<file path="src/pkg/gfault_pkg.sv">
// Constants and carrier types for the global fault status and syndrome bank.
// Assumes one clock domain and an AXI4-Lite master on the register side.
package gfault_pkg;

	localparam int ADDR_W = 12;

	// Address = {2'h0, region[1:0], offset[7:0]}
	localparam logic [1:0] REGION_BANK = 2'h0;
	localparam logic [1:0] REGION_ALIAS = 2'h1;

	localparam logic [7:0] OFF_STATUS = 8'h00;
	localparam logic [7:0] OFF_RESTORE = 8'h04;
	localparam logic [7:0] OFF_SYN0 = 8'h08;
	localparam logic [7:0] OFF_SYN1 = 8'h0c;
	localparam logic [7:0] OFF_SYN2 = 8'h10;
	localparam logic [7:0] OFF_PAR_LO = 8'h14;
	localparam logic [7:0] OFF_PAR_HI = 8'h18;

	localparam int BIT_MULTI = 31;
	localparam int BIT_UNSUP = 8;
	localparam int BIT_PERM = 7;
	localparam int BIT_EXT = 6;
	localparam int BIT_CFG = 5;
	localparam int BIT_UCIRQ = 4;
	localparam int BIT_UCBANK = 3;
	localparam int BIT_SMC = 2;
	localparam int BIT_USTREAM = 1;
	localparam int BIT_ICTX = 0;

	localparam int SYN0_ATS = 6;
	localparam int SYN0_NONSECURE_ATTRIBUTE_FLAG = 5;
	localparam int SYN0_NSORIG = 4;
	localparam int SYN0_INSTR = 3;
	localparam int SYN0_PRIV = 2;
	localparam int SYN0_WRITE = 1;
	localparam int SYN0_NESTED = 0;

	localparam int SYN1_SSD_LSB = 16;

	localparam logic [31:0] STATUS_NS_MASK = 32'h8000_017f;
	localparam logic [31:0] STATUS_S_MASK = 32'h8000_01ff;
	localparam logic [31:0] SYN0_NS_MASK = 32'h0000_004f;
	localparam logic [31:0] SYN0_S_MASK = 32'h0000_003e;

	localparam logic [31:0] STATUS_RST = 32'h0000_0000;
	localparam logic [31:0] SYN_RST = 32'h0000_0000;
	localparam logic [63:0] PAR_RST = 64'h0000_0000_0000_0000;

	localparam logic [1:0] RESP_OKAY = 2'h0;
	localparam logic [1:0] RESP_SLVERR = 2'h2;

	typedef struct packed {
		logic valid;
		logic toSecure;
		logic txnNonSecure;
		logic clientNonSecure;
		logic [8:0] kind;
		logic translationOpFaultFlag;
		logic instructionAccessFlag;
		logic privilegedAccessFlag;
		logic writeAccessFlag;
		logic nested;
		logic [15:0] streamIdentifier;
		logic [15:0] securityDeterminationIndex;
	} faultEvent_t;

	typedef struct packed {
		logic valid;
		logic toSecure;
		logic [63:0] result;
	} transResult_t;

	typedef struct packed {
		logic mapped;
		logic allowed;
		logic bank;
		logic ssdVis;
		logic [7:0] off;
	} accDec_t;

endpackage

</file>
<file path="src/rtl/global_fault_status_syndrome_regs.sv">
// Global fault status, restore, syndrome and translation result registers,
// banked non-secure (bank 0) and secure (bank 1), on an AXI4-Lite slave.
// Assumes fault and translation result strobes come from logic on clk.
//
// Notes on behaviour
// - Unsupported client transaction sets status bit 8, else it stays clear.
// - External abort sets bit 6; may be built as read-zero, write-ignored.
// - Configuration access fault sets bit 5; unsupported means read-zero, write-ignored.
// - Unimplemented context interrupt fault sets status bit 4.
// - Access to unimplemented context bank sets status bit 3.
// - Stream match conflict sets status bit 2.
// - Unidentifiable stream sets status bit 1.
// - Invalid context fault is recorded in status bit 0.
// - Restore write replaces whole status with written value, same layout.
// - Restore write goes to the status copy of the same bank.
// - Syndrome 0 bit 6 marks translation-op fault; reserved in secure copy.
// - Syndrome 0 bit 5 is the non-secure attribute; reserved in non-secure copy.
// - Syndrome 0 bit 4 marks non-secure origin in secure copy only.
// - Syndrome 0 bits 3,2,1 hold instruction, privileged and write attributes.
// - Syndrome 0 bit 0 marks stage 2 nested fault; reserved in secure copy.
// - Syndrome 1 holds index in 31:16, stream id in 15:0; rest zero.
// - Index field visible only to secure accesses; non-secure reads zero, ignores writes.
// - Without determination registers the index field holds an unknown value.
// - Syndrome 1 copy chosen by security state of the faulting transaction.
// - 64-bit result register holds outcome of the last global translation.
// - Writing 1 to a status bit clears it; writing 0 leaves it.
//
// The register addresses and register access over AXI4-Lite were left to the implementer.
`timescale 1ns/1ps
module global_fault_status_syndrome_regs #(
	parameter bit CAF_SUPPORTED = 1'b1,
	parameter bit EXT_ABORT_SUPPORTED = 1'b1,
	parameter bit SSDR_PRESENT = 1'b1,
	parameter int SID_BITS = 16,
	parameter int SSD_BITS = 16
) (
	input logic clk,
	input logic rst_b,
	input logic ce,
	input gfault_pkg::faultEvent_t fault,
	input gfault_pkg::transResult_t trans,
	input logic [gfault_pkg::ADDR_W-1:0] s_axi_awaddr,
	input logic [2:0] s_axi_awprot,
	input logic s_axi_awvalid,
	output logic s_axi_awready,
	input logic [31:0] s_axi_wdata,
	input logic [3:0] s_axi_wstrb,
	input logic s_axi_wvalid,
	output logic s_axi_wready,
	output logic [1:0] s_axi_bresp,
	output logic s_axi_bvalid,
	input logic s_axi_bready,
	input logic [gfault_pkg::ADDR_W-1:0] s_axi_araddr,
	input logic [2:0] s_axi_arprot,
	input logic s_axi_arvalid,
	output logic s_axi_arready,
	output logic [31:0] s_axi_rdata,
	output logic [1:0] s_axi_rresp,
	output logic s_axi_rvalid,
	input logic s_axi_rready
);

	// Unsupported fault kinds are built as read-zero, write-ignored
	localparam logic [31:0] OFF_MASK =
		(EXT_ABORT_SUPPORTED ? 32'h0 : (32'h1 << gfault_pkg::BIT_EXT)) |
		(CAF_SUPPORTED ? 32'h0 : (32'h1 << gfault_pkg::BIT_CFG));
	localparam logic [15:0] SID_M = 16'((33'h1 << SID_BITS) - 33'h1);
	localparam logic [15:0] SSD_M = 16'((33'h1 << SSD_BITS) - 33'h1);
	localparam logic [31:0] SYN1_M = {SSD_M, SID_M};

	logic awHeld_r, wHeld_r, awready_r, wready_r, bvalid_r;
	logic arready_r, rvalid_r;
	logic [1:0] bresp_r, rresp_r;
	logic [31:0] rdata_r;
	logic [gfault_pkg::ADDR_W-1:0] awAddr_r;
	logic [2:0] awProt_r;
	logic [31:0] wData_r, wrMask, rdWord;
	logic [3:0] wStrb_r;
	logic wrDo, firstFault;
	gfault_pkg::accDec_t wrDec, rdDec;
	logic [31:0] statusQ [2];
	logic [31:0] syn0Q [2];
	logic [31:0] syn1Q [2];
	logic [31:0] syn2Q [2];
	logic [63:0] parQ [2];

	function automatic gfault_pkg::accDec_t decode(
		input logic [gfault_pkg::ADDR_W-1:0] a,
		input logic [2:0] p
	);
		gfault_pkg::accDec_t d;
		logic [1:0] region;
		region = a[9:8];
		d.off = a[7:0];
		d.ssdVis = !p[1];
		d.mapped = (a[11:10] == 2'h0) && (a[1:0] == 2'h0)
			&& (region == gfault_pkg::REGION_BANK || region == gfault_pkg::REGION_ALIAS)
			&& (a[7:0] <= gfault_pkg::OFF_PAR_HI);
		// Alias window reaches the non-secure copy and is secure-only
		d.allowed = (region == gfault_pkg::REGION_BANK) || !p[1];
		d.bank = (region == gfault_pkg::REGION_BANK) && !p[1];
		return d;
	endfunction

	assign wrDec = decode(awAddr_r, awProt_r);
	assign wrDo = awHeld_r && wHeld_r && !bvalid_r;
	assign wrMask = {{8{wStrb_r[3]}}, {8{wStrb_r[2]}}, {8{wStrb_r[1]}}, {8{wStrb_r[0]}}};
	// Syndromes keep the first fault until software clears the status
	assign firstFault = (statusQ[fault.toSecure] == 32'h0);

	always_ff @(posedge clk) begin
		if (!rst_b) begin
			awHeld_r <= 1'b0;
			awready_r <= 1'b1;
			awAddr_r <= '0;
			awProt_r <= 3'h0;
		end else if (ce) begin
			if (s_axi_awvalid && awready_r) begin
				awHeld_r <= 1'b1;
				awready_r <= 1'b0;
				awAddr_r <= s_axi_awaddr;
				awProt_r <= s_axi_awprot;
			end else if (wrDo) begin
				awHeld_r <= 1'b0;
			end else if (bvalid_r && s_axi_bready) begin
				awready_r <= 1'b1;
			end
		end
	end

	always_ff @(posedge clk) begin
		if (!rst_b) begin
			wHeld_r <= 1'b0;
			wready_r <= 1'b1;
			wData_r <= 32'h0;
			wStrb_r <= 4'h0;
		end else if (ce) begin
			if (s_axi_wvalid && wready_r) begin
				wHeld_r <= 1'b1;
				wready_r <= 1'b0;
				wData_r <= s_axi_wdata;
				wStrb_r <= s_axi_wstrb;
			end else if (wrDo) begin
				wHeld_r <= 1'b0;
			end else if (bvalid_r && s_axi_bready) begin
				wready_r <= 1'b1;
			end
		end
	end

	always_ff @(posedge clk) begin
		if (!rst_b) begin
			bvalid_r <= 1'b0;
			bresp_r <= gfault_pkg::RESP_OKAY;
		end else if (ce) begin
			if (wrDo) begin
				bvalid_r <= 1'b1;
				bresp_r <= wrDec.mapped ? gfault_pkg::RESP_OKAY : gfault_pkg::RESP_SLVERR;
			end else if (bvalid_r && s_axi_bready) begin
				bvalid_r <= 1'b0;
			end
		end
	end

	always_comb begin
		rdDec = decode(s_axi_araddr, s_axi_arprot);
		rdWord = 32'h0;
		if (rdDec.mapped && rdDec.allowed) begin
			unique case (rdDec.off)
				gfault_pkg::OFF_STATUS: rdWord = statusQ[rdDec.bank];
				gfault_pkg::OFF_SYN0: rdWord = syn0Q[rdDec.bank];
				// Index hidden from non-secure readers
				gfault_pkg::OFF_SYN1: rdWord = syn1Q[rdDec.bank]
					& (rdDec.ssdVis ? 32'hffff_ffff : 32'h0000_ffff);
				gfault_pkg::OFF_SYN2: rdWord = syn2Q[rdDec.bank];
				gfault_pkg::OFF_PAR_LO: rdWord = parQ[rdDec.bank][31:0];
				gfault_pkg::OFF_PAR_HI: rdWord = parQ[rdDec.bank][63:32];
				default: rdWord = 32'h0;
			endcase
		end
	end

	always_ff @(posedge clk) begin
		if (!rst_b) begin
			arready_r <= 1'b1;
			rvalid_r <= 1'b0;
			rdata_r <= 32'h0;
			rresp_r <= gfault_pkg::RESP_OKAY;
		end else if (ce) begin
			if (s_axi_arvalid && arready_r) begin
				arready_r <= 1'b0;
				rvalid_r <= 1'b1;
				rdata_r <= rdWord;
				rresp_r <= rdDec.mapped ? gfault_pkg::RESP_OKAY : gfault_pkg::RESP_SLVERR;
			end else if (rvalid_r && s_axi_rready) begin
				rvalid_r <= 1'b0;
				arready_r <= 1'b1;
			end
		end
	end

	for (genvar b = 0; b < 2; b++) begin : gBank
		// Permission flag lives only in the secure copy
		localparam logic [31:0] LIVE =
			(b == 1 ? gfault_pkg::STATUS_S_MASK : gfault_pkg::STATUS_NS_MASK) & ~OFF_MASK;
		localparam logic [31:0] SYN0_M =
			b == 1 ? gfault_pkg::SYN0_S_MASK : gfault_pkg::SYN0_NS_MASK;
		logic [31:0] status_r, status_nxt, syn0_r, syn1_r, syn2_r, setBits, cap0, cap1;
		logic [31:0] syn1WrM;
		logic [63:0] par_r;
		logic wrHere, evHit, syn1Hit;

		assign wrHere = wrDo && wrDec.mapped && wrDec.allowed && (wrDec.bank == 1'(b));
		assign evHit = fault.valid && (fault.toSecure == 1'(b));
		assign syn1Hit = fault.valid && firstFault
			&& (fault.txnNonSecure == (b == 0));
		// Each fault kind lands on its own flag where that flag is live in this copy
		assign setBits = {23'h0, fault.kind} & LIVE;
		assign cap0 = {25'h0, fault.translationOpFaultFlag,
			fault.txnNonSecure,
			fault.clientNonSecure,
			fault.instructionAccessFlag, fault.privilegedAccessFlag,
			fault.writeAccessFlag, fault.nested} & SYN0_M;
		// Index kept as delivered; with no determination registers it is unknown
		assign cap1 = {fault.securityDeterminationIndex & SSD_M,
			fault.streamIdentifier & SID_M};
		assign syn1WrM = wrMask & (wrDec.ssdVis ? SYN1_M : {16'h0, SID_M});

		always_comb begin
			status_nxt = status_r;
			if (wrHere && wrDec.off == gfault_pkg::OFF_RESTORE) begin
				// Bank-matched overwrite
				status_nxt = ((status_r & ~wrMask) | (wData_r & wrMask)) & LIVE;
			end else if (wrHere && wrDec.off == gfault_pkg::OFF_STATUS) begin
				status_nxt = status_r & ~(wData_r & wrMask & LIVE);
			end
			// New faults win over a clear in the same cycle
			if (evHit) begin
				status_nxt = status_nxt | setBits;
				if (status_r != 32'h0) begin
					status_nxt[gfault_pkg::BIT_MULTI] = 1'b1;
				end
			end
		end

		always_ff @(posedge clk) begin
			if (!rst_b) begin
				status_r <= gfault_pkg::STATUS_RST;
			end else if (ce) begin
				status_r <= status_nxt;
			end
		end

		always_ff @(posedge clk) begin
			if (!rst_b) begin
				syn0_r <= gfault_pkg::SYN_RST;
				syn2_r <= gfault_pkg::SYN_RST;
			end else if (ce) begin
				if (evHit && status_r == 32'h0) begin
					syn0_r <= cap0;
				end else if (wrHere && wrDec.off == gfault_pkg::OFF_SYN0) begin
					syn0_r <= ((syn0_r & ~wrMask) | (wData_r & wrMask)) & SYN0_M;
				end
				if (wrHere && wrDec.off == gfault_pkg::OFF_SYN2) begin
					syn2_r <= (syn2_r & ~wrMask) | (wData_r & wrMask);
				end
			end
		end

		always_ff @(posedge clk) begin
			if (!rst_b) begin
				syn1_r <= gfault_pkg::SYN_RST;
			end else if (ce) begin
				if (syn1Hit) begin
					syn1_r <= cap1;
				end else if (wrHere && wrDec.off == gfault_pkg::OFF_SYN1) begin
					syn1_r <= (syn1_r & ~syn1WrM) | (wData_r & syn1WrM);
				end
			end
		end

		always_ff @(posedge clk) begin
			if (!rst_b) begin
				par_r <= gfault_pkg::PAR_RST;
			end else if (ce) begin
				if (trans.valid && trans.toSecure == 1'(b)) begin
					par_r <= trans.result;
				end else if (wrHere && wrDec.off == gfault_pkg::OFF_PAR_LO) begin
					par_r[31:0] <= (par_r[31:0] & ~wrMask) | (wData_r & wrMask);
				end else if (wrHere && wrDec.off == gfault_pkg::OFF_PAR_HI) begin
					par_r[63:32] <= (par_r[63:32] & ~wrMask) | (wData_r & wrMask);
				end
			end
		end

		assign statusQ[b] = status_r;
		assign syn0Q[b] = syn0_r;
		assign syn1Q[b] = syn1_r;
		assign syn2Q[b] = syn2_r;
		assign parQ[b] = par_r;
	end

	assign s_axi_awready = awready_r;
	assign s_axi_wready = wready_r;
	assign s_axi_bvalid = bvalid_r;
	assign s_axi_bresp = bresp_r;
	assign s_axi_arready = arready_r;
	assign s_axi_rvalid = rvalid_r;
	assign s_axi_rdata = rdata_r;
	assign s_axi_rresp = rresp_r;

	// Checks
	logic nsClearBit0, sRestore, arHs;
	assign nsClearBit0 = wrDo && wrDec.mapped && wrDec.allowed && !wrDec.bank
		&& wrDec.off == gfault_pkg::OFF_STATUS && wData_r[0] && wStrb_r[0];
	assign sRestore = wrDo && wrDec.mapped && wrDec.allowed && wrDec.bank
		&& wrDec.off == gfault_pkg::OFF_RESTORE && wStrb_r[0];
	assign arHs = s_axi_arvalid && arready_r;

	unsup_flag_a: assert property (@(posedge clk) disable iff (!rst_b)
		ce && fault.valid && !fault.toSecure && fault.kind[8] |=> statusQ[0][8])
		else $error("unsupported flag not set");
	perm_reserved_a: assert property (@(posedge clk) disable iff (!rst_b)
		!statusQ[0][7])
		else $error("non-secure permission flag set");
	ext_flag_a: assert property (@(posedge clk) disable iff (!rst_b)
		ce && fault.valid && fault.toSecure && fault.kind[6]
		|=> statusQ[1][6] == EXT_ABORT_SUPPORTED)
		else $error("external abort flag wrong");
	cfg_flag_a: assert property (@(posedge clk) disable iff (!rst_b)
		ce && fault.valid && !fault.toSecure && fault.kind[5]
		|=> statusQ[0][5] == CAF_SUPPORTED)
		else $error("configuration fault flag wrong");
	flag_quiet_a: assert property (@(posedge clk) disable iff (!rst_b)
		ce && !statusQ[0][0] && !(fault.valid && !fault.toSecure)
		&& !(wrDo && wrDec.off == gfault_pkg::OFF_RESTORE) |=> !statusQ[0][0])
		else $error("invalid context flag set without cause");
	w1c_clear_a: assert property (@(posedge clk) disable iff (!rst_b)
		ce && nsClearBit0 && !fault.valid |=> !statusQ[0][0])
		else $error("status bit not cleared");
	restore_copy_a: assert property (@(posedge clk) disable iff (!rst_b)
		ce && sRestore && !fault.valid |=> statusQ[1][3:0] == $past(wData_r[3:0]))
		else $error("restore value not taken");
	nonsecure_attribute_flag_cap_a: assert property (@(posedge clk) disable iff (!rst_b)
		ce && fault.valid && fault.toSecure && statusQ[1] == 32'h0
		|=> syn0Q[1][5] == $past(fault.txnNonSecure))
		else $error("non-secure attribute not captured");
	ats_reserved_a: assert property (@(posedge clk) disable iff (!rst_b)
		!syn0Q[1][6] && !syn0Q[1][0] && syn0Q[0][5:4] == 2'h0)
		else $error("reserved syndrome bit set");
	ssd_hidden_a: assert property (@(posedge clk) disable iff (!rst_b)
		ce && arHs && s_axi_arprot[1] && s_axi_araddr[7:0] == gfault_pkg::OFF_SYN1
		|=> s_axi_rvalid && s_axi_rdata[31:16] == 16'h0)
		else $error("index visible to non-secure read");
	par_cap_a: assert property (@(posedge clk) disable iff (!rst_b)
		ce && trans.valid && !trans.toSecure |=> parQ[0] == $past(trans.result))
		else $error("translation result not held");
	// Secure restore must not leak into the non-secure copy
	restore_route_a: assert property (@(posedge clk) disable iff (!rst_b)
		ce && sRestore && !fault.valid |=> $stable(statusQ[0]))
		else $error("restore reached the wrong status copy");
	syn1_bank_a: assert property (@(posedge clk) disable iff (!rst_b)
		ce && fault.valid && fault.txnNonSecure && firstFault
		|=> syn1Q[0][15:0] == ($past(fault.streamIdentifier) & SID_M))
		else $error("syndrome 1 copy not chosen by transaction security");

	sec_fault_c: cover property (@(posedge clk) disable iff (!rst_b)
		ce && fault.valid && fault.toSecure);
	multi_fault_c: cover property (@(posedge clk) disable iff (!rst_b)
		statusQ[0][gfault_pkg::BIT_MULTI]);
	restore_c: cover property (@(posedge clk) disable iff (!rst_b) ce && sRestore);
	alias_read_c: cover property (@(posedge clk) disable iff (!rst_b)
		ce && arHs && !s_axi_arprot[1] && s_axi_araddr[9:8] == gfault_pkg::REGION_ALIAS);

endmodule

</file>
<file path="config.mk">
export PLATFORM = sky130hd
export DESIGN_NAME = global_fault_status_syndrome_regs
export DESIGN_NICKNAME = d
export VERILOG_FILES = /design/src/pkg/gfault_pkg.sv /design/src/rtl/global_fault_status_syndrome_regs.sv
export SDC_FILE = /design/constraint.sdc
export NUM_CORES = 1
export LEC_CHECK = 0
export ABC_AREA = 1
export BUFFER_PORTS_ARGS = -buffer_cell sky130_fd_sc_hd__buf_2
export CORE_MARGIN = 3
export CORE_UTILIZATION = 40
export DETAILED_ROUTE_END_ITERATION = 10
export PLACE_DENSITY_LB_ADDON = 0.25
export SYNTH_ARGS = -nofsm -noshare
export SYNTH_HDL_FRONTEND = slang
export SYNTH_SLANG_ARGS = --single-unit
</file>
<file path="constraint.sdc">
create_clock -name clk -period 2 [get_ports clk]
set_input_delay 0.2 -clock clk [delete_from_list [all_inputs] [get_ports clk]]
set_output_delay 0.2 -clock clk [all_outputs]
set_load 0.02 [all_outputs]
</file>
==> Word-level counts from Yosys, hierarchy flattened <==
Index checks and enable logic that the tools add are counted.
{ "word_totals": {"register_bits": 477, "in_bits": 190, "output_inout_bits": 41, "elab_cells": 247} }
{ "op_classes": {"magnitude_cmp": 4, "eq_ne": 17, "n_mux": 61, "bitwise_logic": 42, "n_reduce_logical": 97} }
{ "ops": {"columns": ["cell", "n"], "rows": [
  ["$mux W32", 38],
  ["$and A32 B32 Y32", 16],
  ["$mux W64", 5],
  ["$or A32 B32 Y32", 10],
  ["$pmux W32 S6", 1],
  ["$not A32 Y32", 4],
  ["$logic_not A32 Y1", 3],
  ["$or A32 B9 Y32", 2],
  ["$reduce_bool A32 Y1", 2],
  ["$eq A8 B5 Y1 const B", 6],
  ["$logic_and A1 B1 Y1", 43],
  ["$eq A8 B4 Y1 const B", 4],
  ["$reduce_and A2 Y1", 16],
  ["$reduce_bool A2 Y1", 14],
  ["$le A8 B5 Y1 const B", 2],
  ["$logic_not A8 Y1", 2],
  ["$mux W1", 15],
  ["$logic_not A2 Y1", 6],
  ["$reduce_and A3 Y1", 4],
  ["$eq A8 B3 Y1 const B", 1],
  ["$and A7 B7 Y7", 1],
  ["$or A7 B7 Y7", 1],
  ["$and A6 B6 Y6", 1],
  ["$or A6 B6 Y6", 1],
  ["9 further kinds", 23]
]} }

==> Logic depth before layout (Yosys ltp) <==
{ "depth": {"word_depth": 13, "ltp_mapped": 12, "ltp_nobuf": 12} }

==> Least setup slack after synthesis <==
OpenSTA, ideal clock, no wires.
{ "synth_path": {"path_kind": "register to register", "startpoint": "register bvalid_r (netlist: s_axi_bvalid)", "endpoint": "register with a tool-made name", "arrival_time_ps": 1698, "required_ps": 1890, "path_slack_ps": 192, "stages_incl_launch_ff": 10, "path_buffers": 1, "synth_period_minus_slack_ps": 1808, "path_cell_list": "dfxtp_1 -> inv_1 -> nand3_1 -> a21oi_4 -> nand4_4 -> o21ai_4 -> buf_6 -> nand4_1 -> nand2_1 -> nor2_1"} }
{ "synth_lines": {"columns": ["element", "line", "text"], "rows": [
  ["from (decl)", "global_fault_status_syndrome_regs.sv:71", "logic awHeld_r, wHeld_r, awready_r, wready_r, bvalid_r;"],
  ["from (signal assigned)", "global_fault_status_syndrome_regs.sv:153", "bvalid_r <= 1'b0;"],
  ["from (signal assigned)", "global_fault_status_syndrome_regs.sv:157", "bvalid_r <= 1'b1;"],
  ["from (signal assigned)", "global_fault_status_syndrome_regs.sv:160", "bvalid_r <= 1'b0;"]
]} }

==> key figures <==
Status
  – Outcome: complete, no violations

Setup path
  – Max stage delay cell, worst path: dfxtp_2
  – Worst-path maximum fanout: 8
  – Critical path endpoint category: flip-flop
  – Worst path top cell family by delay: simple AND/OR/NAND/NOR gates
  – Worst path most repeated cell: nand4_1
  – WS Path Type: flip-flop to flip-flop
  – Crit-path cells: nor2_4 > nand4_1 > inv_2 > nand4_4 > o21ai_4 > buf_4 > clkbuf_16 > nand4_1 > nand2_1 > nor2_1
  – Required @ worst endpoint: 2.46 ns
  – Worst path bufs/invs: 3
  – Reg2reg setup slack: 0.005 ns
  – Crit path DAT: 2.46 ns
  – CP Launch Type: flip-flop
  – CP peak stage delay: 0.33 ns

Logic synthesis
  – Flop and latch count out of synthesis: 375
  – Post-synthesis cell area: 0.02149 mm²
  – Distinct cell type count of the synthesized netlist: 31
  – Syn_area_per_cell: 5.974 µm²
  – Seq/Total Area, Yosys: 0.3494
  – Post-Syn Instances: 3597
  – YS warnings: 0

Clock network
  – CTS clock-pin slew for the worst setup and hold paths: 0.06 ns
  – Worst skew pair latency: 0.58 ns
  – H-tree depth: 2
  – Number of clock buffers inserted by TritonCTS: 44
  – Bufs on Longest Clock Path: 3
  – Clk sinks: 375
  – Root Driver: clkbuf_16
  – TritonCTS clock tree: yes

Timing
  – Slew Limit Fails: 0
  – Setup violations, final: 0
  – Setup TNS: 0 ns
  – Final hold violations: 0
  – Final Cycle Share: 0.9977
  – Least-Margin Pin Slew: 0.9771 ns
  – Min Tclk post-route: 1.995 ns
  – Setup ws final: 0.004688 ns
  – Rel. slew slack: 0.3476
  – RSZ-0062 raised after global routing: true
  – Worst Skew: 0.01755 ns
  – Fmax achieved: 501.2 MHz

Placement
  – Port bufs: 224
  – Pre-CTS setup slack: -0.1333 ns
  – DP Wirelength: 54780 µm
  – Placed cell count: 4469
  – Placer Congestion: 0.9151

Global routing
  – Total track usage: 0.2664
  – Vias in the first global route: 20920
  – Initial antenna violation count: 3
  – Largest net degree at the start of global routing: 111
  – Global-route wire length before repair: 119300 µm
  – Total gr overflow: 0

Hold path
  – Hold WC Path Type: primary input to flip-flop

Cells and area
  – Layout cell share with drive strength beyond 1: 0.1533
  – Non-Filler Instances: 4642
  – Number of fill cells: 5395
  – Nets@finish: 4109
  – Area delta synth->final: 25.68%

Power
  – Pwr/cell area: 719.5 mW/mm²
  – Worst IR drop on VDD: 0.5861 mV
  – Leakage: 12.75 nW

Die
  – Core box area: 0.05287 mm²
  – Die area: 0.05654 mm²
  – Die height: 237.8 µm
  – Num rows: 84
  – Top Ports: 231
  – Initial Utilization: 0.4065
  – Width of the die: 237.8 µm

Drt
  – Routed len/inst: 17.18 µm
  – DRC viols: 0
  – Antenna-violating nets left: 0
  – TritonRoute pass-1 iters: 5
  – Total wire length: 79750 µm
  – DR vias/cell: 5.070
  – First DRT Iteration DRCs: 2360
  – Vias: 23530

Run
  – Max Cap Violations: 0
power breakdown:
| part | internal, W | total, W | switching [W] |
|---|---|---|---|
| registers | 0.00768 | 0.00785 | 0.000168 |
| clock network | 0.00555 | 0.00895 | 0.00340 |
| logic | 0.000945 | 0.00263 | 0.00169 |
| total | 0.0142 | 0.0194 | 0.00526 |
logic make-up after synthesis:
group                  after synthesis  synth area share
flip-flops                         375            0.3494
AO/OA/AOI/OAI                      587            0.1394
AND/OR/NAND/NOR                   1881            0.3710
buffers and inverters              753            0.1401
other                                1         0.0001745
layout make-up:
class,count,area [µm²],area share
diodes,2,5.005,0.0001853
clock buffers,55,1244,0.04605
clock inverters,24,350.3,0.01297
inverters,552,2077,0.07691
multi-input cells,2470,11260,0.4168
flip-flops and latches,375,7515,0.2783
well taps,688,860.8,0.03188
repair buffers,476,3697,0.1369
tightest hold or removal path, stage by stage:
cell	delay (ns)
buf_2	0.09
a21oi_1	0.05
nand4_1	0.08
nand2_1	0.05
nor2_1	0.07
synth_stat cells:
master / n / area, µm²
conb_1: 1 / 3.750
buf_4: 4 / 30.03
or2_2: 1 / 6.260
a31oi_1: 1 / 6.260
nand3_4: 16 / 280.3
nor2_1: 504 / 1892
nor2_4: 2 / 22.52
nand2_1: 1058 / 3971
o21ai_4: 4 / 65.06
a21oi_1: 190 / 950.9
buf_1: 15 / 56.30
inv_1: 545 / 2046
nand4_1: 167 / 1045
buf_2: 17 / 85.08
nand4_4: 2 / 42.54
a21oi_4: 1 / 16.27
nand2_4: 1 / 11.26
nor3_1: 8 / 40.04
nand2_2: 4 / 25.02
inv_2: 6 / 22.52
nor2_2: 2 / 12.51
nand3_1: 106 / 530.5
nor4_1: 2 / 12.51
nand3_2: 7 / 70.07
clkbuf_8: 5 / 68.82
dfxtp_1: 375 / 7507
buf_6: 13 / 146.4
clkinv_1: 1 / 3.750
nor3_2: 1 / 10.01
o21ai_0: 391 / 1957
clkbuf_1: 147 / 551.8
cell usage in the layout, fill, tap and decap left out, types with 8 or more instances in the layout:
| cell | Yosys | routed |
|---|---|---|
| clkbuf_8 | 5 | 8 |
| nand3_2 | 7 | 11 |
| buf_6 | 13 | 11 |
| bufinv_16 | 0 | 9 |
| nand3_4 | 16 | 22 |
| inv_1 | 545 | 530 |
| o21ai_1 | 0 | 12 |
| o21ai_0 | 391 | 378 |
| clkinv_2 | 0 | 13 |
| dfxtp_1 | 375 | 371 |
| a21oi_1 | 190 | 190 |
| buf_12 | 0 | 31 |
| buf_4 | 4 | 138 |
| nand3_1 | 106 | 96 |
| nor2_1 | 504 | 492 |
| nand4_1 | 167 | 167 |
| nand2_2 | 4 | 27 |
| buf_2 | 17 | 222 |
| clkbuf_16 | 0 | 49 |
| inv_2 | 6 | 20 |
| dlygate4sd3_1 | 0 | 69 |
| nand2_1 | 1058 | 1029 |
| nor2_2 | 2 | 11 |
what timing repair did:
action                                 in CTS  in global routing
hold buffers                               69                  0
setup buffers                               1                 17
pin swaps                                   1                 21
endpoints found under the hold margin      72                  0
cloned                                      0                  5
setup endpoints to repair                  64                284
gates resized for setup                     7                 98
through the flow:
stage / util / hold WS [ns] / area [µm²] / power [W]
after floorplan: - / 0.3933 / 21490 / 0.009385
after global placement: 0.4569 / 0.4472 / 24160 / 0.01031
after detailed placement: 0.4569 / 0.4518 / 24160 / 0.01033
after CTS: 0.5008 / 0.0006339 / 26480 / 0.01935
after global routing: 0.5108 / 0.03063 / 27010 / 0.02010
final: 0.5108 / 0.01326 / 27010 / 0.01943
path summary, 6_finish.rpt:
check	startpoint	depth (start not counted)	to
worst max register to register	awAddr_r[0]	10	flip-flop
worst min-delay path	trans[19]	5	flip-flop
worst max-delay path	awAddr_r[0]	10	flip-flop
worst min register to register	awAddr_r[10]	2	awAddr_r[10]
layer usage:
metal | global-route usage | share of wire
met1 | 0.3848 | 0.45
met2 | 0.4013 | 0.43
met3 | 0.04304 | 0.090
met4 | 0.09458 | 0.034
met5 | 0 | 0.00016
No activity file was read; power rests on OpenSTA's default activity.
